## config.mk

```make
export PLATFORM = sky130hd
export DESIGN_NAME = icr_ctrl
export DESIGN_NICKNAME = d
export VERILOG_FILES = /design/src/include/icr_pkg.sv /design/src/hdl/icr_ctrl.sv
export VERILOG_INCLUDE_DIRS = /design/src /design/src/include
export SDC_FILE = /design/constraint.sdc
export NUM_CORES = 1
export LEC_CHECK = 0
export ABC_AREA = 1
export BUFFER_PORTS_ARGS = -buffer_cell sky130_fd_sc_hd__buf_2
export CORE_MARGIN = 5
export CORE_UTILIZATION = 45
export DETAILED_ROUTE_END_ITERATION = 16
export GPL_ROUTABILITY_DRIVEN = 0
export PLACE_DENSITY = 0.67
export SETUP_SLACK_MARGIN = 0.3
export SYNTH_ARGS = -nofsm -noshare
export SYNTH_HDL_FRONTEND = slang
export SYNTH_SLANG_ARGS = --single-unit
```

## constraint.sdc

```tcl
create_clock -name aclk -period 2.3 [get_ports aclk]
set_input_delay 0.345 -clock aclk [delete_from_list [all_inputs] [get_ports aclk]]
set_output_delay 0.345 -clock aclk [all_outputs]
set_load 0.05 [all_outputs]
```

## src/include/icr_defines.svh

```systemverilog
// Register offsets, field positions, reset values and timing figures of the
// interrupt control block. Assumes it is included by bare name once per file.
`ifndef ICR_DEFINES_SVH
`define ICR_DEFINES_SVH

// ****************************************************************
// Register byte offsets
// ****************************************************************
`define ICR_OFF_CTRL 12'h000
`define ICR_OFF_STATUS 12'h004
`define ICR_OFF_MASK 12'h008
`define ICR_OFF_DISCNT 12'h00C

// ****************************************************************
// Control register fields
// ****************************************************************
`define ICR_BIT_GIE 15
`define ICR_BIT_TIMED_DISABLE_ACTIVE 14
`define ICR_BIT_SOFT_TRAP_ENABLE 13
`define ICR_BIT_ALTVT 8
`define ICR_POL_HI 2
`define ICR_POL_LO 0
`define ICR_CTRL_RESET 16'h8000
`define ICR_CTRL_WMASK 16'hA107

// ****************************************************************
// Bus answers, widths and clock period
// ****************************************************************
`define ICR_RESP_OKAY 2'h0
`define ICR_RESP_SLVERR 2'h2
`define ICR_NUM_EXT 3
`define ICR_CLK_PERIOD_NS 100

`endif

```

## src/include/icr_pkg.sv

```systemverilog
// Types shared by the interrupt control block.
// Assumes icr_defines.svh is on the include path.
package icr_pkg;
    // One 16-bit software register.
    typedef logic [15:0] icr_word_t;
    // Which register an address selects.
    typedef enum logic [2:0] {SEL_CTRL, SEL_STATUS, SEL_MASK, SEL_DISCNT, SEL_NONE} icr_sel_t;
endpackage

```

## src/hdl/icr_ctrl.sv

```systemverilog
// Interrupt control register with edge-detected external requests, reached
// over AXI4-Lite. Assumes a single 10 MHz clock and a synchronous reset.
//
// Behaviour
// - Global enable gates interrupts; traps always pass.
// - Timed-disable status reads one while active.
// - Soft trap bit writable and reads back.
// - Alternate vector table select drives vector fetch.
// - Polarity one means falling edge, else rising.
// - Unassigned control bits ignore writes, read zero.
`timescale 1ns/100ps
`include "icr_defines.svh"

module icr_ctrl #(
    parameter int NUM_EXT = `ICR_NUM_EXT
) (
    input wire logic aclk,
    input wire logic aresetn,
    input wire logic [11:0] s_axi_awaddr,
    input wire logic s_axi_awvalid,
    output logic s_axi_awready,
    input wire logic [31:0] s_axi_wdata,
    input wire logic [3:0] s_axi_wstrb,
    input wire logic s_axi_wvalid,
    output logic s_axi_wready,
    output logic [1:0] s_axi_bresp,
    output logic s_axi_bvalid,
    input wire logic s_axi_bready,
    input wire logic [11:0] s_axi_araddr,
    input wire logic s_axi_arvalid,
    output logic s_axi_arready,
    output logic [31:0] s_axi_rdata,
    output logic [1:0] s_axi_rresp,
    output logic s_axi_rvalid,
    input wire logic s_axi_rready,
    input wire logic [NUM_EXT-1:0] ext_irq_in,
    output logic irq_out,
    output logic soft_trap_out,
    output logic alt_vector_table_out
);

    // ****************************************************************
    // State
    // ****************************************************************
    icr_pkg::icr_word_t ctrl_r, ctrl_nxt;          // Stored control bits.
    logic [NUM_EXT-1:0] status_r, status_nxt;      // Sticky edge flags.
    logic [NUM_EXT-1:0] mask_r, mask_nxt;          // Per-source enables.
    logic [15:0] discnt_r, discnt_nxt;             // Timed-disable countdown.
    logic [NUM_EXT-1:0] sync1_r, sync2_r, sync3_r; // Input synchroniser.
    logic aw_held_r, aw_held_nxt;                  // Write address captured.
    logic [11:0] aw_addr_r, aw_addr_nxt;
    logic w_held_r, w_held_nxt;                    // Write data captured.
    logic [31:0] w_data_r, w_data_nxt;
    logic [3:0] w_strb_r, w_strb_nxt;
    logic awready_r, awready_nxt;
    logic wready_r, wready_nxt;
    logic bvalid_r, bvalid_nxt;
    logic [1:0] bresp_r, bresp_nxt;
    logic arready_r, arready_nxt;
    logic rvalid_r, rvalid_nxt;
    logic [31:0] rdata_r, rdata_nxt;
    logic [1:0] rresp_r, rresp_nxt;
    logic irq_r, irq_nxt;
    logic trap_r, trap_nxt;
    logic altvt_r, altvt_nxt;
    logic [NUM_EXT-1:0] edge_hit;                  // Qualifying edges this cycle.
    logic timed_disable_active_active;

    // Address decode, shared by the read and write paths.
    function automatic icr_pkg::icr_sel_t decode(input logic [11:0] addr);
        icr_pkg::icr_sel_t sel;
        if (addr == `ICR_OFF_CTRL) begin
            sel = icr_pkg::SEL_CTRL;
        end else if (addr == `ICR_OFF_STATUS) begin
            sel = icr_pkg::SEL_STATUS;
        end else if (addr == `ICR_OFF_MASK) begin
            sel = icr_pkg::SEL_MASK;
        end else if (addr == `ICR_OFF_DISCNT) begin
            sel = icr_pkg::SEL_DISCNT;
        end else begin
            sel = icr_pkg::SEL_NONE;
        end
        return sel;
    endfunction

    // Byte-lane merge of a 16-bit register with write data.
    function automatic logic [15:0] merge(input logic [15:0] old, input logic [31:0] data,
                                          input logic [3:0] strb);
        logic [15:0] res;
        res = old;
        if (strb[0]) begin
            res[7:0] = data[7:0];
        end
        if (strb[1]) begin
            res[15:8] = data[15:8];
        end
        return res;
    endfunction

    // ****************************************************************
    // Edge detection
    // ****************************************************************
    // Only the second and third stages are compared, so a metastable first
    // stage never reaches the edge logic. Each edge is one cycle wide.
    assign timed_disable_active_active = (discnt_r != 16'h0000);
    always_comb begin
        for (int i = 0; i < NUM_EXT; i++) begin
            if (ctrl_r[`ICR_POL_LO + i]) begin
                edge_hit[i] = sync3_r[i] & ~sync2_r[i];
            end else begin
                edge_hit[i] = sync2_r[i] & ~sync3_r[i];
            end
        end
    end

    // ****************************************************************
    // Next-state logic
    // ****************************************************************
    // Writes complete only once address and data are both held and the
    // previous response has gone, so one write is in flight at a time.
    always_comb begin
        logic [15:0] wv;
        logic [NUM_EXT-1:0] clr;
        wv = 16'h0000;
        clr = '0;
        ctrl_nxt = ctrl_r;
        mask_nxt = mask_r;
        discnt_nxt = timed_disable_active_active ? discnt_r - 16'h0001 : discnt_r;
        aw_held_nxt = aw_held_r;
        aw_addr_nxt = aw_addr_r;
        w_held_nxt = w_held_r;
        w_data_nxt = w_data_r;
        w_strb_nxt = w_strb_r;
        bvalid_nxt = bvalid_r;
        bresp_nxt = bresp_r;
        rvalid_nxt = rvalid_r;
        rdata_nxt = rdata_r;
        rresp_nxt = rresp_r;
        if (s_axi_awvalid && awready_r) begin
            aw_held_nxt = 1'b1;
            aw_addr_nxt = s_axi_awaddr;
        end
        if (s_axi_wvalid && wready_r) begin
            w_held_nxt = 1'b1;
            w_data_nxt = s_axi_wdata;
            w_strb_nxt = s_axi_wstrb;
        end
        if (bvalid_r && s_axi_bready) begin
            bvalid_nxt = 1'b0;
        end
        if (aw_held_r && w_held_r && !bvalid_r) begin
            aw_held_nxt = 1'b0;
            w_held_nxt = 1'b0;
            bvalid_nxt = 1'b1;
            bresp_nxt = `ICR_RESP_OKAY;
            case (decode(aw_addr_r))
                icr_pkg::SEL_CTRL: begin
                    // Status and unassigned positions are not stored.
                    wv = merge(ctrl_r, w_data_r, w_strb_r);
                    ctrl_nxt = wv & `ICR_CTRL_WMASK;
                end
                icr_pkg::SEL_STATUS: begin
                    wv = merge(16'h0000, w_data_r, w_strb_r);
                    clr = wv[NUM_EXT-1:0];
                end
                icr_pkg::SEL_MASK: begin
                    wv = merge({{(16-NUM_EXT){1'b0}}, mask_r}, w_data_r, w_strb_r);
                    mask_nxt = wv[NUM_EXT-1:0];
                end
                icr_pkg::SEL_DISCNT: begin
                    discnt_nxt = merge(discnt_r, w_data_r, w_strb_r);
                end
                default: begin
                    bresp_nxt = `ICR_RESP_SLVERR;
                end
            endcase
        end
        // A new edge wins over a clear in the same cycle.
        status_nxt = (status_r & ~clr) | edge_hit;
        awready_nxt = !aw_held_nxt;
        wready_nxt = !w_held_nxt;
        if (rvalid_r && s_axi_rready) begin
            rvalid_nxt = 1'b0;
        end
        if (s_axi_arvalid && arready_r) begin
            rvalid_nxt = 1'b1;
            rresp_nxt = `ICR_RESP_OKAY;
            rdata_nxt = 32'h0000_0000;
            case (decode(s_axi_araddr))
                icr_pkg::SEL_CTRL: begin
                    rdata_nxt[15:0] = ctrl_r;
                    rdata_nxt[`ICR_BIT_TIMED_DISABLE_ACTIVE] = timed_disable_active_active;
                end
                icr_pkg::SEL_STATUS: rdata_nxt[NUM_EXT-1:0] = status_r;
                icr_pkg::SEL_MASK: rdata_nxt[NUM_EXT-1:0] = mask_r;
                icr_pkg::SEL_DISCNT: rdata_nxt[15:0] = discnt_r;
                default: rresp_nxt = `ICR_RESP_SLVERR;
            endcase
        end
        // Address ready tracks the free read slot, so it also rises after reset.
        arready_nxt = !rvalid_nxt;
        // Timed disable holds off maskable requests; traps never wait.
        irq_nxt = ctrl_r[`ICR_BIT_GIE] && !timed_disable_active_active && |(status_r & mask_r);
        trap_nxt = ctrl_r[`ICR_BIT_SOFT_TRAP_ENABLE];
        altvt_nxt = ctrl_r[`ICR_BIT_ALTVT];
    end

    // ****************************************************************
    // Registers
    // ****************************************************************
    // Every register runs each edge; reset forces control to its default.
    always_ff @(posedge aclk) begin
        sync1_r <= ext_irq_in;
        sync2_r <= sync1_r;
        sync3_r <= sync2_r;
        if (!aresetn) begin
            ctrl_r <= `ICR_CTRL_RESET;
            status_r <= '0;
            mask_r <= '0;
            discnt_r <= 16'h0000;
            aw_held_r <= 1'b0;
            aw_addr_r <= 12'h000;
            w_held_r <= 1'b0;
            w_data_r <= 32'h0000_0000;
            w_strb_r <= 4'h0;
            awready_r <= 1'b0;
            wready_r <= 1'b0;
            bvalid_r <= 1'b0;
            bresp_r <= `ICR_RESP_OKAY;
            arready_r <= 1'b0;
            rvalid_r <= 1'b0;
            rdata_r <= 32'h0000_0000;
            rresp_r <= `ICR_RESP_OKAY;
            irq_r <= 1'b0;
            trap_r <= 1'b0;
            altvt_r <= 1'b0;
        end else begin
            ctrl_r <= ctrl_nxt;
            status_r <= status_nxt;
            mask_r <= mask_nxt;
            discnt_r <= discnt_nxt;
            aw_held_r <= aw_held_nxt;
            aw_addr_r <= aw_addr_nxt;
            w_held_r <= w_held_nxt;
            w_data_r <= w_data_nxt;
            w_strb_r <= w_strb_nxt;
            awready_r <= awready_nxt;
            wready_r <= wready_nxt;
            bvalid_r <= bvalid_nxt;
            bresp_r <= bresp_nxt;
            arready_r <= arready_nxt;
            rvalid_r <= rvalid_nxt;
            rdata_r <= rdata_nxt;
            rresp_r <= rresp_nxt;
            irq_r <= irq_nxt;
            trap_r <= trap_nxt;
            altvt_r <= altvt_nxt;
        end
    end

    assign s_axi_awready = awready_r;
    assign s_axi_wready = wready_r;
    assign s_axi_bvalid = bvalid_r;
    assign s_axi_bresp = bresp_r;
    assign s_axi_arready = arready_r;
    assign s_axi_rvalid = rvalid_r;
    assign s_axi_rdata = rdata_r;
    assign s_axi_rresp = rresp_r;
    assign irq_out = irq_r;
    assign soft_trap_out = trap_r;
    assign alt_vector_table_out = altvt_r;
endmodule

```

## Yosys cells after proc, flatten, opt, wreduce, memory -nomap -nowiden

Index checks and enable logic that the tools add are counted.
W data, S select, Z words.

| operators by class | value |
|---|---|
| add/subtract/negate cells | 1 |
| muxes and demuxes | 33 |
| bitwise gates (word level) | 16 |
| reduce and logical (&&, ||, !) cells | 26 |
| equal/unequal tests | 14 |

Operators with widths:

| operator | number |
|---|---|
| $eq A12 B4 Y1 const B | 4 |
| $mux W16 | 3 |
| $mux W3 | 13 |
| $pmux W13 S2 | 1 |
| $eq A12 B3 Y1 const B | 2 |
| $logic_not A12 Y1 | 2 |
| $mux W8 | 2 |
| $reduce_bool A16 Y1 | 1 |
| $sub A16 B1 Y16 const B | 1 |
| $eq A3 B2 Y1 const B | 4 |
| $pmux W3 S4 | 1 |
| $mux W1 | 11 |
| $logic_and A1 B1 Y1 | 9 |
| $reduce_and A3 Y1 | 3 |
| $reduce_or A4 Y1 | 2 |
| $and A1 B1 Y1 | 6 |
| $and A3 B3 Y3 | 2 |
| $eq A3 B1 Y1 const B | 2 |
| $logic_not A3 Y1 | 2 |
| $ne A3 B3 Y1 const B | 2 |
| $not A1 Y1 | 6 |
| $logic_not A1 Y1 | 5 |
| $mux W2 | 2 |
| $not A3 Y3 | 1 |
| 3 further kinds | 3 |

| word-level totals | value |
|---|---|
| input bits | 70 |
| register bits | 97 |

## Depth between registers and ports, before layout

Gate-level depths: netlist of run 1.

| logic depth | value |
|---|---|
| depth in word-level cells | 12 |
| mapped depth | 11 |

## Worst setup path before layout of run 1

OpenSTA, ideal clock, no wires.

| path | value |
|---|---|
| path type | flip-flop to flip-flop |
| start point | reg bvalid_r, in the netlist s_axi_bvalid |
| end point | reg discnt_r[1] |
| arrival | 1.526 ns |
| path slack | 0.665 ns |
| data required time | 2.191 ns |
| buffers on the path | 0 |
| cell stages (with the launch flop) | 9 |
| period minus slack after synthesis | 1.635 ns |
| setup time | 0.109 ns |
| path through | dfxtp_1 -> nand3b_4 -> nor2_1 -> nand3_4 -> clkinv_1 -> nand3_1 -> nand3_1 -> nand2_1 -> inv_1 |

| on the way | value |
|---|---|
| word-level cells in the longest chain between the ends | 3 |
| elaborated cells on any way between the ends | 4 |
| those cells by class | eq/ne: 1; mux: 1; reduce/logical: 2 |

Ends and longest elaborated chain:

| element | RTL line | text |
|---|---|---|
| start, declared | icr_ctrl.sv:57 | `logic bvalid_r, bvalid_nxt;` |
| start signal, assigned | icr_ctrl.sv:249 | `bvalid_r <= bvalid_nxt;` |
| $logic_not A1 Y1 (*) | icr_ctrl.sv:151 | `if (aw_held_r && w_held_r && !bvalid_r) begin` |
| $logic_and A1 B1 Y1 (*) | icr_ctrl.sv:151 |  |
| $ne A3 B3 Y1 (no source line) / $mux W16 (equally long branches) | -- |  |
| end signal, assigned | icr_ctrl.sv:241 | `discnt_r <= discnt_nxt;` |
| end, declared | icr_ctrl.sv:48 | `logic [15:0] discnt_r, discnt_nxt;` |

Mark *: on every way between the ends. The rest lies on a longest branch, timed or not.
A chain may end at the register's enable or synchronous reset.

## Worst setup path in the final report of run 1

| path | value |
|---|---|
| start point | reg discnt_r[0] |
| end point | reg discnt_r[1] |

| on the way | value |
|---|---|
| word-level cells in the longest chain between the ends | 4 |
| elaborated cells on any way between the ends | 5 |
| those cells by class | add/sub: 1; mux: 3; reduce/logical: 1 |

Ends and longest elaborated chain:

| element | RTL line | text |
|---|---|---|
| $sub A16 B1 Y16 / $reduce_bool A16 Y1 (equally long branches) | icr_ctrl.sv:128, icr_ctrl.sv:105 |  |
| $mux W16 (*) | icr_ctrl.sv:128 | `discnt_nxt = timed_disable_active_active ? discnt_r - 16'h0001 : discnt_r;` |
| $mux W16 | icr_ctrl.sv:156 | `case (decode(aw_addr_r))` |
| $mux W16 (*) | icr_ctrl.sv:151 |  |

Marked as above.

==> summary.txt, run 1 <==
most frequent cell after synthesis - nand2_1
Initial DRC Count - 195
# DRC - 0
post-placement cell area - 0.00489 mm²
Final Max Slew Viols - 0
CTS buffer count - 9
hold_buf cts - 0
endpoints failing hold - 0
leak pwr - 2.43 nW
RSZ-0062 raised after global routing - false
CP max FO - 14
register area share after synthesis - 42.5%
# diodes - 0
fmax - 586 MHz
total gr overflow - 0
top cell type's share of synthesized area - 42.5%
IO Pins - 114
largest net degree at the start of global routing - 58
setup tns final - 0 ns
sequential power share - 39.8%
# clock sinks - 95
xor-xnor portion of the synthesized cell area - 0.978%
synth cell count leaders - nand2_1, nor2_1, dfxtp_1
Sw Pwr - 0.00192 W
Switching Fraction - 37.7%
worst-margin pin slew - 0.713 ns
CP cell instances - inv_1 -> ha_1 -> nand2_1 -> nor2_1 -> nand2_2 -> nand2_1 -> o21ai_1 -> nand2_1 -> nand3_1 -> nand2_1 -> inv_1
Cell Rows - 36
hpwl dp - 7760 µm
CTS max path bufs - 2
min-delay src - ext_irq_in[0]
Core Area - 0.00973 mm²
post-CTS setup buffer count - 0
period utilisation layout - 74.2%
status - finished clean
vias in the first global route - 3,774
RR Startpoint - discnt_r[0]
FILL cells - 962
area growth from synthesis to layout - 14.7%
hold crit path type - in2reg
pwr dens - 994 mW/mm²
skew final - 0.00742 ns
Die W - 110 µm
peak supply drop - 0.000385 V
Port Buffers - 77
routed wire length - 10,200 µm
Syn. warnings - 0
Comb power frac - 34.0%
Pint - 0.00318 W
GR Layer Usage met1 - 22.8%
via count - 4,068
Via-to-Cell Ratio - 4.85
FF-to-FF setup slack - 0.59 ns
dpl cells - 822
RR Endpoint - discnt_r[1]
Adder-Cell Fraction of Synth Area - 0.559%
die area - 0.0120 mm²
Slowest Stage Delay on Critical Path - 0.37 ns
post-layout util - 52.8%
mean area per synthesized cell - 7.12 µm²
Crit path required time - 2.57 ns
main flop type after synthesis - dfxtp_1
post-synth cell types - 40
ys async rst share - 0%
clock-pin slew on the worst setup and hold paths - 0.09 ns
most frequent CP cell - nand2_1
Non-Filler Instances - 838
FF-to-FF path depth - 11
Crit Path Category - reg2reg
global-route wire length before repair - 16,900 µm
Slew Limit Headroom - 52.4%
global-route track usage on met3 - 2.94%
Synth Area in Simple Gates - 30.4%
Initial Utilization - 46.0%
clk_lat worst skew - 0.36 ns
post-synthesis compound-gate area fraction - 14.9%
TritonRoute pass-1 iters - 4
final setup vio count - 0
Startpoint Class - register
FF+latch count, synth - 95
main combinational cell family by area after synthesis - simple AND/OR/NAND/NOR gates
GR peak layer - met2
Hold Path Sink - sync1_r[0]
Max-cap violations - 0
Setup crit end kind - register
die height - 110 µm
clock share of power - 26.2%
CTS root buffer - clkbuf_8
hold path depth - 1
Yosys top cell by area - dfxtp_1
cts repair resizes - 0
mux share of post-synthesis cell area - 0.251%
design area - 0.00514 mm²
WL per Instance - 12.1 µm
global-route met2 utilization - 28.9%
synthesized area - 0.00448 mm²
Post-synth EDFFs - 0
TritonCTS clock tree - done
Cells after Synth - 629
Final min period - 1.71 ns
slowest cell on the critical path - dfxtp_1
final net count - 772
ANT nets after route - 0
top area cells in the synthesized netlist - dfxtp_1, nand2_1, nor2_1
layout cells sized above 1 - 18.2%
worst hold slack - 0.0801 ns
H-tree levels - 3
initial antenna violation count - 0
GRT Total Usage - 17.6%
Data arrival, critical path - 1.98 ns
cells in the final DEF, fill, tap and decap left out, types with 3 or more instances in the layout:
master and count:
a211oi_1 3, a21oi_1 41, buf_2 77, buf_4 6, bufinv_16 3, clkbuf_8 10
conb_1 18, dfxtp_1 95, inv_1 53, inv_2 3, nand2_1 123, nand2_2 5
nand3_1 45, nor2_1 102, nor2_2 7, nor3_2 3, o211ai_1 4, o21ai_0 68
o21ai_1 4, xor2_1 3
layout make-up:
cell class                 instances  area (µm²)  area share [%]
inverter                          58         218            4.24
sequential                        95        1900            37.0
clock buffer                      12         145            2.83
multi-input combinational        453        2170            42.3
clock inverter                     4         101            1.97
timing repair buffer              83         430            8.38
tap                              133         166            3.24
kinds of logic (layout without fill, tap and decap cells):
| logic type | count (synthesis) | count (layout) |
|---|---|---|
| buffers and inverters | 98 | 157 |
| AOI/OAI and AO/OA | 126 | 126 |
| xor gates and xnor gates | 5 | 5 |
| other | 1 | 18 |
| DFF | 95 | 95 |
| adders and majority gates | 2 | 2 |
| and+or+nand+nor | 301 | 301 |
| muxes | 1 | 1 |
stage by stage:
step | total power (W) | worst slack [ns]
after floorplan | 0.00345 | 0.665
after global placement | 0.00375 | 0.591
after detailed placement | 0.00379 | 0.528
after CTS | 0.00513 | 0.580
after global routing | 0.00549 | 0.390
final | 0.00511 | 0.593
metal layers:
layer | wire length (µm) | up-vias
met1 | 4710 | 1807
li1 | - | 2138
met4 | 212 | 0
met2 | 4640 | 106
met3 | 612 | 17
met5 | 0 | -
registers in the layout, summed over array words and instances, names as in the netlist, 2 cells and up:
name and flops:
w_data_r 16, sync1_r 3, w_strb_r 2, status_r 3
sync2_r 3, sync3_r 3, discnt_r 16, aw_addr_r 12
s_axi_rdata 16, mask_r 3, ctrl_r 6
power groups by stage:
stage               clock network [W]  logic (W)  registers, W
global route                  0.00143    0.00200       0.00206
CTS                           0.00136    0.00174       0.00203
finish                        0.00134    0.00174       0.00203
floorplan                           0    0.00137       0.00208
detailed placement                  0    0.00173       0.00207
global placement                    0    0.00169       0.00206
critical path: cells and delay by family, from the launching register on:
kind | cells | cell delay [ns]
buffers and inverters | 2 | 0.23
DFF | 1 | 0.37
adders and majority gates | 1 | 0.20
and+or+nand+nor | 7 | 0.73
AOI/OAI and AO/OA | 1 | 0.08
worst max-delay path by stage:
stage | from | endpoint | slack (ns)
6_report | discnt_r[0] | discnt_r[1] | 0.59
4_1_cts | discnt_r[0] | discnt_r[1] | 0.58
2_1_floorplan | s_axi_bvalid | discnt_r[1] | 0.67
3_5_place_dp | s_axi_arvalid | s_axi_arready | 0.53
3_3_place_gp | s_axi_arvalid | s_axi_arready | 0.59
5_1_grt | s_axi_arready | s_axi_rdata[13] | 0.39
Power figures use the tool's default switching activity.
==> run 2, diff against run 1 <==
Settings changed: ABC_AREA 1 to 0, PLACE_DENSITY 0.67 to 0.71.
Clock period 2.3 ns to 1.4 ns, I/O delays scaled along.
==> run 2 against run 1 <==
  * The flow now finishes with violations (setup timing)
  * Critical path depth decreased by 2
  * Wire length increased by 11%
  * Non-clock buffer count increased by 84
  * Largest power group is now combinational cells
  * Final cell count decreased by 14%
  * Highest routed layer unchanged
  * Critical endpoint is now discnt_r[10]
  * Die area decreased by 6.2%
  * Sequential share of layout area decreased by 5.3 points
==> summary.txt, run 2 <==
IO Pins - 114
final setup vio count - 33
TritonCTS clock tree - done
FF+latch count, synth - 95
# DRC - 0
Initial Utilization - 45.6%
Syn. warnings - 0
area growth from synthesis to layout - 47.9%
# diodes - 0
fmax - 536 MHz
WL per Instance - 15.6 µm
endpoints failing hold - 0
most frequent cell after synthesis - dfxtp_1
# clock sinks - 95
via count - 3,792
largest net degree at the start of global routing - 30
CP max FO - 5
final worst slack - -0.467 ns
Max-cap violations - 0
Final min period - 1.87 ns
Post-synth EDFFs - 0
Initial DRC Count - 150
hold crit path type - in2reg
slowest cell on the critical path - dfxtp_2
Cells after Synth - 448
layout cells sized above 1 - 47.8%
Startpoint Class - register
RSZ-0062 raised after global routing - true
CTS root buffer - clkbuf_8
Yosys top cell by area - dfxtp_1
status - complete, but fails checks
peak supply drop - 0.000669 V
ys async rst share - 0%
leak pwr - 2.48 nW
mean area per synthesized cell - 9.32 µm²
die area - 0.0113 mm²
global-route wire length before repair - 17,400 µm
hpwl dp - 7630 µm
Via-to-Cell Ratio - 5.27
Port Buffers - 77
cell family with most CP delay - simple AND/OR/NAND/NOR gates
top cell type's share of synthesized area - 45.6%
die height - 106 µm
Slowest Stage Delay on Critical Path - 0.33 ns
ANT nets after route - 0
TritonRoute pass-1 iters - 4
initial antenna violation count - 0
main flop type after synthesis - dfxtp_1
vias in the first global route - 3,655
top area cells in the synthesized netlist - dfxtp_1, nand2_1, a21boi_0
failing checks - setup timing
Cell Rows - 35
most common cell after layout, fill and taps aside - nand2_1
worst-margin pin slew - 0.577 ns
final net count - 676
Data arrival, critical path - 2.11 ns
skew final - 0.0114 ns
synth cell count leaders - dfxtp_1, nand2_1, a21boi_0
CTS buffer count - 9
GRT Total Usage - 18.8%
total gr overflow - 0
Setup crit end kind - register
clock-pin slew on the worst setup and hold paths - 0.09 ns
worst path bufs/invs - 3
Core Area - 0.00915 mm²
pwr dens - 1490 mW/mm²
period utilisation layout - 133%
clk_lat worst skew - 0.35 ns
CTS max path bufs - 2
post-synth cell types - 56
CP cell instances - inv_2 -> buf_6 -> ha_4 -> nor3b_2 -> buf_4 -> nand2_4 -> nor3_4 -> a211oi_1 -> a311oi_1
Crit Path Category - reg2reg
routed wire length - 11,200 µm
Crit path required time - 1.65 ns
H-tree levels - 3
synthesized area - 0.00417 mm²
Slew Limit Headroom - 61.5%
Final Max Slew Viols - 0
Power Total - 0.00922 W
design area - 0.00617 mm²
post-placement cell area - 0.00514 mm²
register area share after synthesis - 45.6%
most frequent cells in the layout - nand2_1, buf_4, dfxtp_1, buf_2
Die W - 106 µm
run 2: routing by layer:
metal | GRT usage, % | vias to the layer above | share of wire, %
met5 | 0 | - | 0
met1 | 25.2 | 1793 | 43
met2 | 30.8 | 114 | 49
met4 | 5.27 | 0 | 1.3
met3 | 3.70 | 14 | 6.3
li1 | - | 1871 | -
run 2: per-stage QoR:
step | util, % | setup TNS (ns) | std cells | setup WS, ns | hold slack, ns
2_1_floorplan | - | -6.10 | 465 | -0.434 | 0.238
3_5_place_dp | 56.1 | -9.78 | 674 | -0.444 | 0.314
6_report | 67.4 | -9.75 | 720 | -0.467 | 0.0929
4_1_cts | 63.2 | -9.64 | 699 | -0.429 | 0.0785
3_3_place_gp | 56.1 | -8.66 | 674 | -0.411 | 0.314
5_1_grt | 67.4 | -12.76 | 720 | -0.574 | 0.0710
run 2: timing repair:
item,in CTS,in global routing
resized for setup,120,71
hold buffers,3,0
cloned,0,1
endpoints found under the setup margin,75,81
pin swaps,20,38
endpoints found under the hold margin,3,0
setup buffers,6,20
run 2: cell families after synthesis:
family	synth area share (%)
AO/OA/AOI/OAI	18.3
adder cells (fa/ha/maj)	0.599
buffers and inverters	5.67
flip-flops	45.6
multiplexers	4.59
other	0.0898
AND/OR/NAND/NOR	25.2
run 2: worst min-delay path, cell delays in order:
cell      delay (ns)
buf_2           0.09
nand2_1         0.04
a21boi_0        0.06
run 2: cell type report:
class / instances / area (µm²)
fill: 670 / 2980
multi-input combinational: 326 / 2480
sequential: 95 / 1960
timing repair buffer: 167 / 1380
clock buffer: 13 / 149
tap: 111 / 139
clock inverter: 3 / 43.8
inverter: 5 / 18.8
run 2: where the power goes:
group / switching, W / internal (W) / total [W]
Sequential: 0.000285 / 0.00300 / 0.00329
Clock: 0.000901 / 0.000879 / 0.00178
Combinational: 0.00200 / 0.00215 / 0.00415
run 2: worst paths after layout:
| check | start | to | slack, ns | cells past startpoint |
|---|---|---|---|---|
| setup reg to reg | discnt_r[0] | discnt_r[10] | -0.47 | 9 |
| setup / recovery | discnt_r[0] | discnt_r[10] | -0.47 | 9 |
| hold reg to reg | sync1_r[2] | sync2_r[2] | 0.33 | 0 |
| hold / removal | s_axi_awaddr[4] | aw_addr_r[4] | 0.09 | 3 |
==> run 3, diff against run 2 <==
Settings changed: CORE_MARGIN 5 to 2.
==> run 3 against run 2 <==
  * The run still ends with setup timing left
  * Final cell count shrank 0.28%
  * Critical path depth grew 1
  * Non-clock buffer count decreased by 2
  * Setup slack lost 0.095 ns
  * Via count increased by 0.34%
  * Clock skew increased by 0.0063 ns
  * Flip-flop and latch count did not move
  * Wire length down 1.1%
  * Fmax down 4.8%
  * Cell area increased by 1.1%
  * Utilization increased by 1.1 points
  * Combinational power rose by 5.1%
  * Critical endpoint is now discnt_r[11]
  * Largest cell class unchanged
==> summary.txt, run 3 (synthesized netlist as in run 2, its figures left out) <==
die height - 100 µm
Slew Limit Headroom - 63.6%
failing checks - setup timing
Data arrival, critical path - 2.22 ns
most frequent CP cell - buf_4
final net count - 674
CP max FO - 5
GR Layer Usage met1 - 28.2%
total gr overflow - 0
via count - 3,805
most common cell after layout, fill and taps aside - nand2_1
H-tree levels - 3
vias in the first global route - 3,725
setup tns final - -10.66 ns
Sw Pwr - 0.00341 W
area growth from synthesis to layout - 49.6%
endpoints failing hold - 0
hold crit path type - in2reg
Die W - 100 µm
Pint - 0.00615 W
Port Buffers - 77
CTS root buffer - clkbuf_8
peak supply drop - 0.000766 V
Final min period - 1.96 ns
RSZ-0062 raised after global routing - true
routed wire length - 11,100 µm
worst-margin pin slew - 0.547 ns
status - complete, but fails checks
Startpoint Class - register
fmax - 510 MHz
Initial DRC Count - 151
Crit path required time - 1.66 ns
sequential power share - 34.7%
final worst slack - -0.562 ns
global-route wire length before repair - 17,300 µm
# DRC - 0
Setup crit end kind - register
period utilisation layout - 140%
leak pwr - 2.50 nW
most frequent cells in the layout - nand2_1, dfxtp_1, buf_4, buf_2
Final Max Slew Viols - 0
slowest cell on the critical path - dfxtp_2
Slowest Stage Delay on Critical Path - 0.35 ns
TritonCTS clock tree - done
Switching Fraction - 35.6%
CP cell instances - inv_4 -> ha_4 -> nor4b_4 -> buf_4 -> and4_4 -> buf_4 -> nor3_4 -> buf_4 -> a211oi_2 -> nor3_1
clock-pin slew on the worst setup and hold paths - 0.10 ns
IO Pins - 114
Initial Utilization - 45.8%
GR peak layer - met2
# clock sinks - 95
clk_lat worst skew - 0.37 ns
initial antenna violation count - 0
Via-to-Cell Ratio - 5.30
Comb power frac - 45.7%
final setup vio count - 33
clock share of power - 19.7%
global-route track usage on met3 - 3.41%
skew final - 0.0178 ns
CTS buffer count - 9
WL per Instance - 15.5 µm
GRT Total Usage - 21.3%
Cell Rows - 35
Crit Path Category - reg2reg
# diodes - 0
Max-cap violations - 0
CTS max path bufs - 2
die area - 0.0101 mm²
layout cells sized above 1 - 49.1%
global-route met2 utilization - 35.4%
FF-to-FF setup slack - -0.56 ns
post-layout util - 68.5%
ANT nets after route - 0
pwr dens - 1530 mW/mm²
hpwl dp - 7380 µm
TritonRoute pass-1 iters - 4
largest net degree at the start of global routing - 32
Core Area - 0.00911 mm²
[run 3: final timing paths]
path | to | start | depth (start not counted)
worst max register to register | discnt_r[11] | discnt_r[0] | 10
worst min register to register | sync2_r[0] | sync1_r[0] | 0
worst max-delay path | discnt_r[11] | discnt_r[0] | 10
worst min-delay path | aw_addr_r[1] | s_axi_awaddr[1] | 3
[run 3: area by class of cell]
type | count | area (µm²)
clock buffers | 10 | 138
clock inverters | 6 | 68.8
fillers | 678 | 2870
inverters | 5 | 23.8
multi-input cells | 326 | 2520
flip-flops and latches | 95 | 1960
well taps | 111 | 139
repair buffers | 165 | 1400
[run 3: what timing repair did]
item / in CTS / in global routing
hold buffers: 3 / 0
endpoints found under the hold margin: 3 / 0
resized for setup: 130 / 76
cloned: 0 / 1
setup endpoints to repair: 82 / 77
buffers inserted: 5 / 20
pin swaps: 30 / 35
[run 3: power by group through the flow]
stage	clock network, W	logic (W)	registers, W
CTS	0.00189	0.00361	0.00325
global placement	0	0.00304	0.00329
floorplan	0	0.00182	0.00340
finish	0.00188	0.00436	0.00331
global route	0.00204	0.00463	0.00334
detailed placement	0	0.00311	0.00329
[run 3: per-stage QoR]
step	setup slack, ns	hold WS, ns	instances	cell area (µm²)	total power [W]
final	-0.562	0.0891	718	6240	0.00955
after global routing	-0.616	0.0810	718	6240	0.0100
after CTS	-0.445	0.0829	697	5810	0.00876
after detailed placement	-0.452	0.312	673	5130	0.00641
after global placement	-0.410	0.313	673	5130	0.00632
after floorplan	-0.434	0.238	465	4410	0.00522
[run 3: worst max-delay path: cells and delay by family, from the launching register on]
kind            cells  cell delay [ns]
fa+ha+maj           1             0.13
simple gates        4             0.65
compound gates      1             0.20
flops               1             0.35
buf+inv             4             0.53
[run 3: routing by layer]
layer	share of wire, %	up-vias	routed length [µm]
met1	44	1788	4840
met3	5.2	20	581
met4	1.8	0	201
met5	0	-	0
met2	49	132	5490
li1	-	1865	-
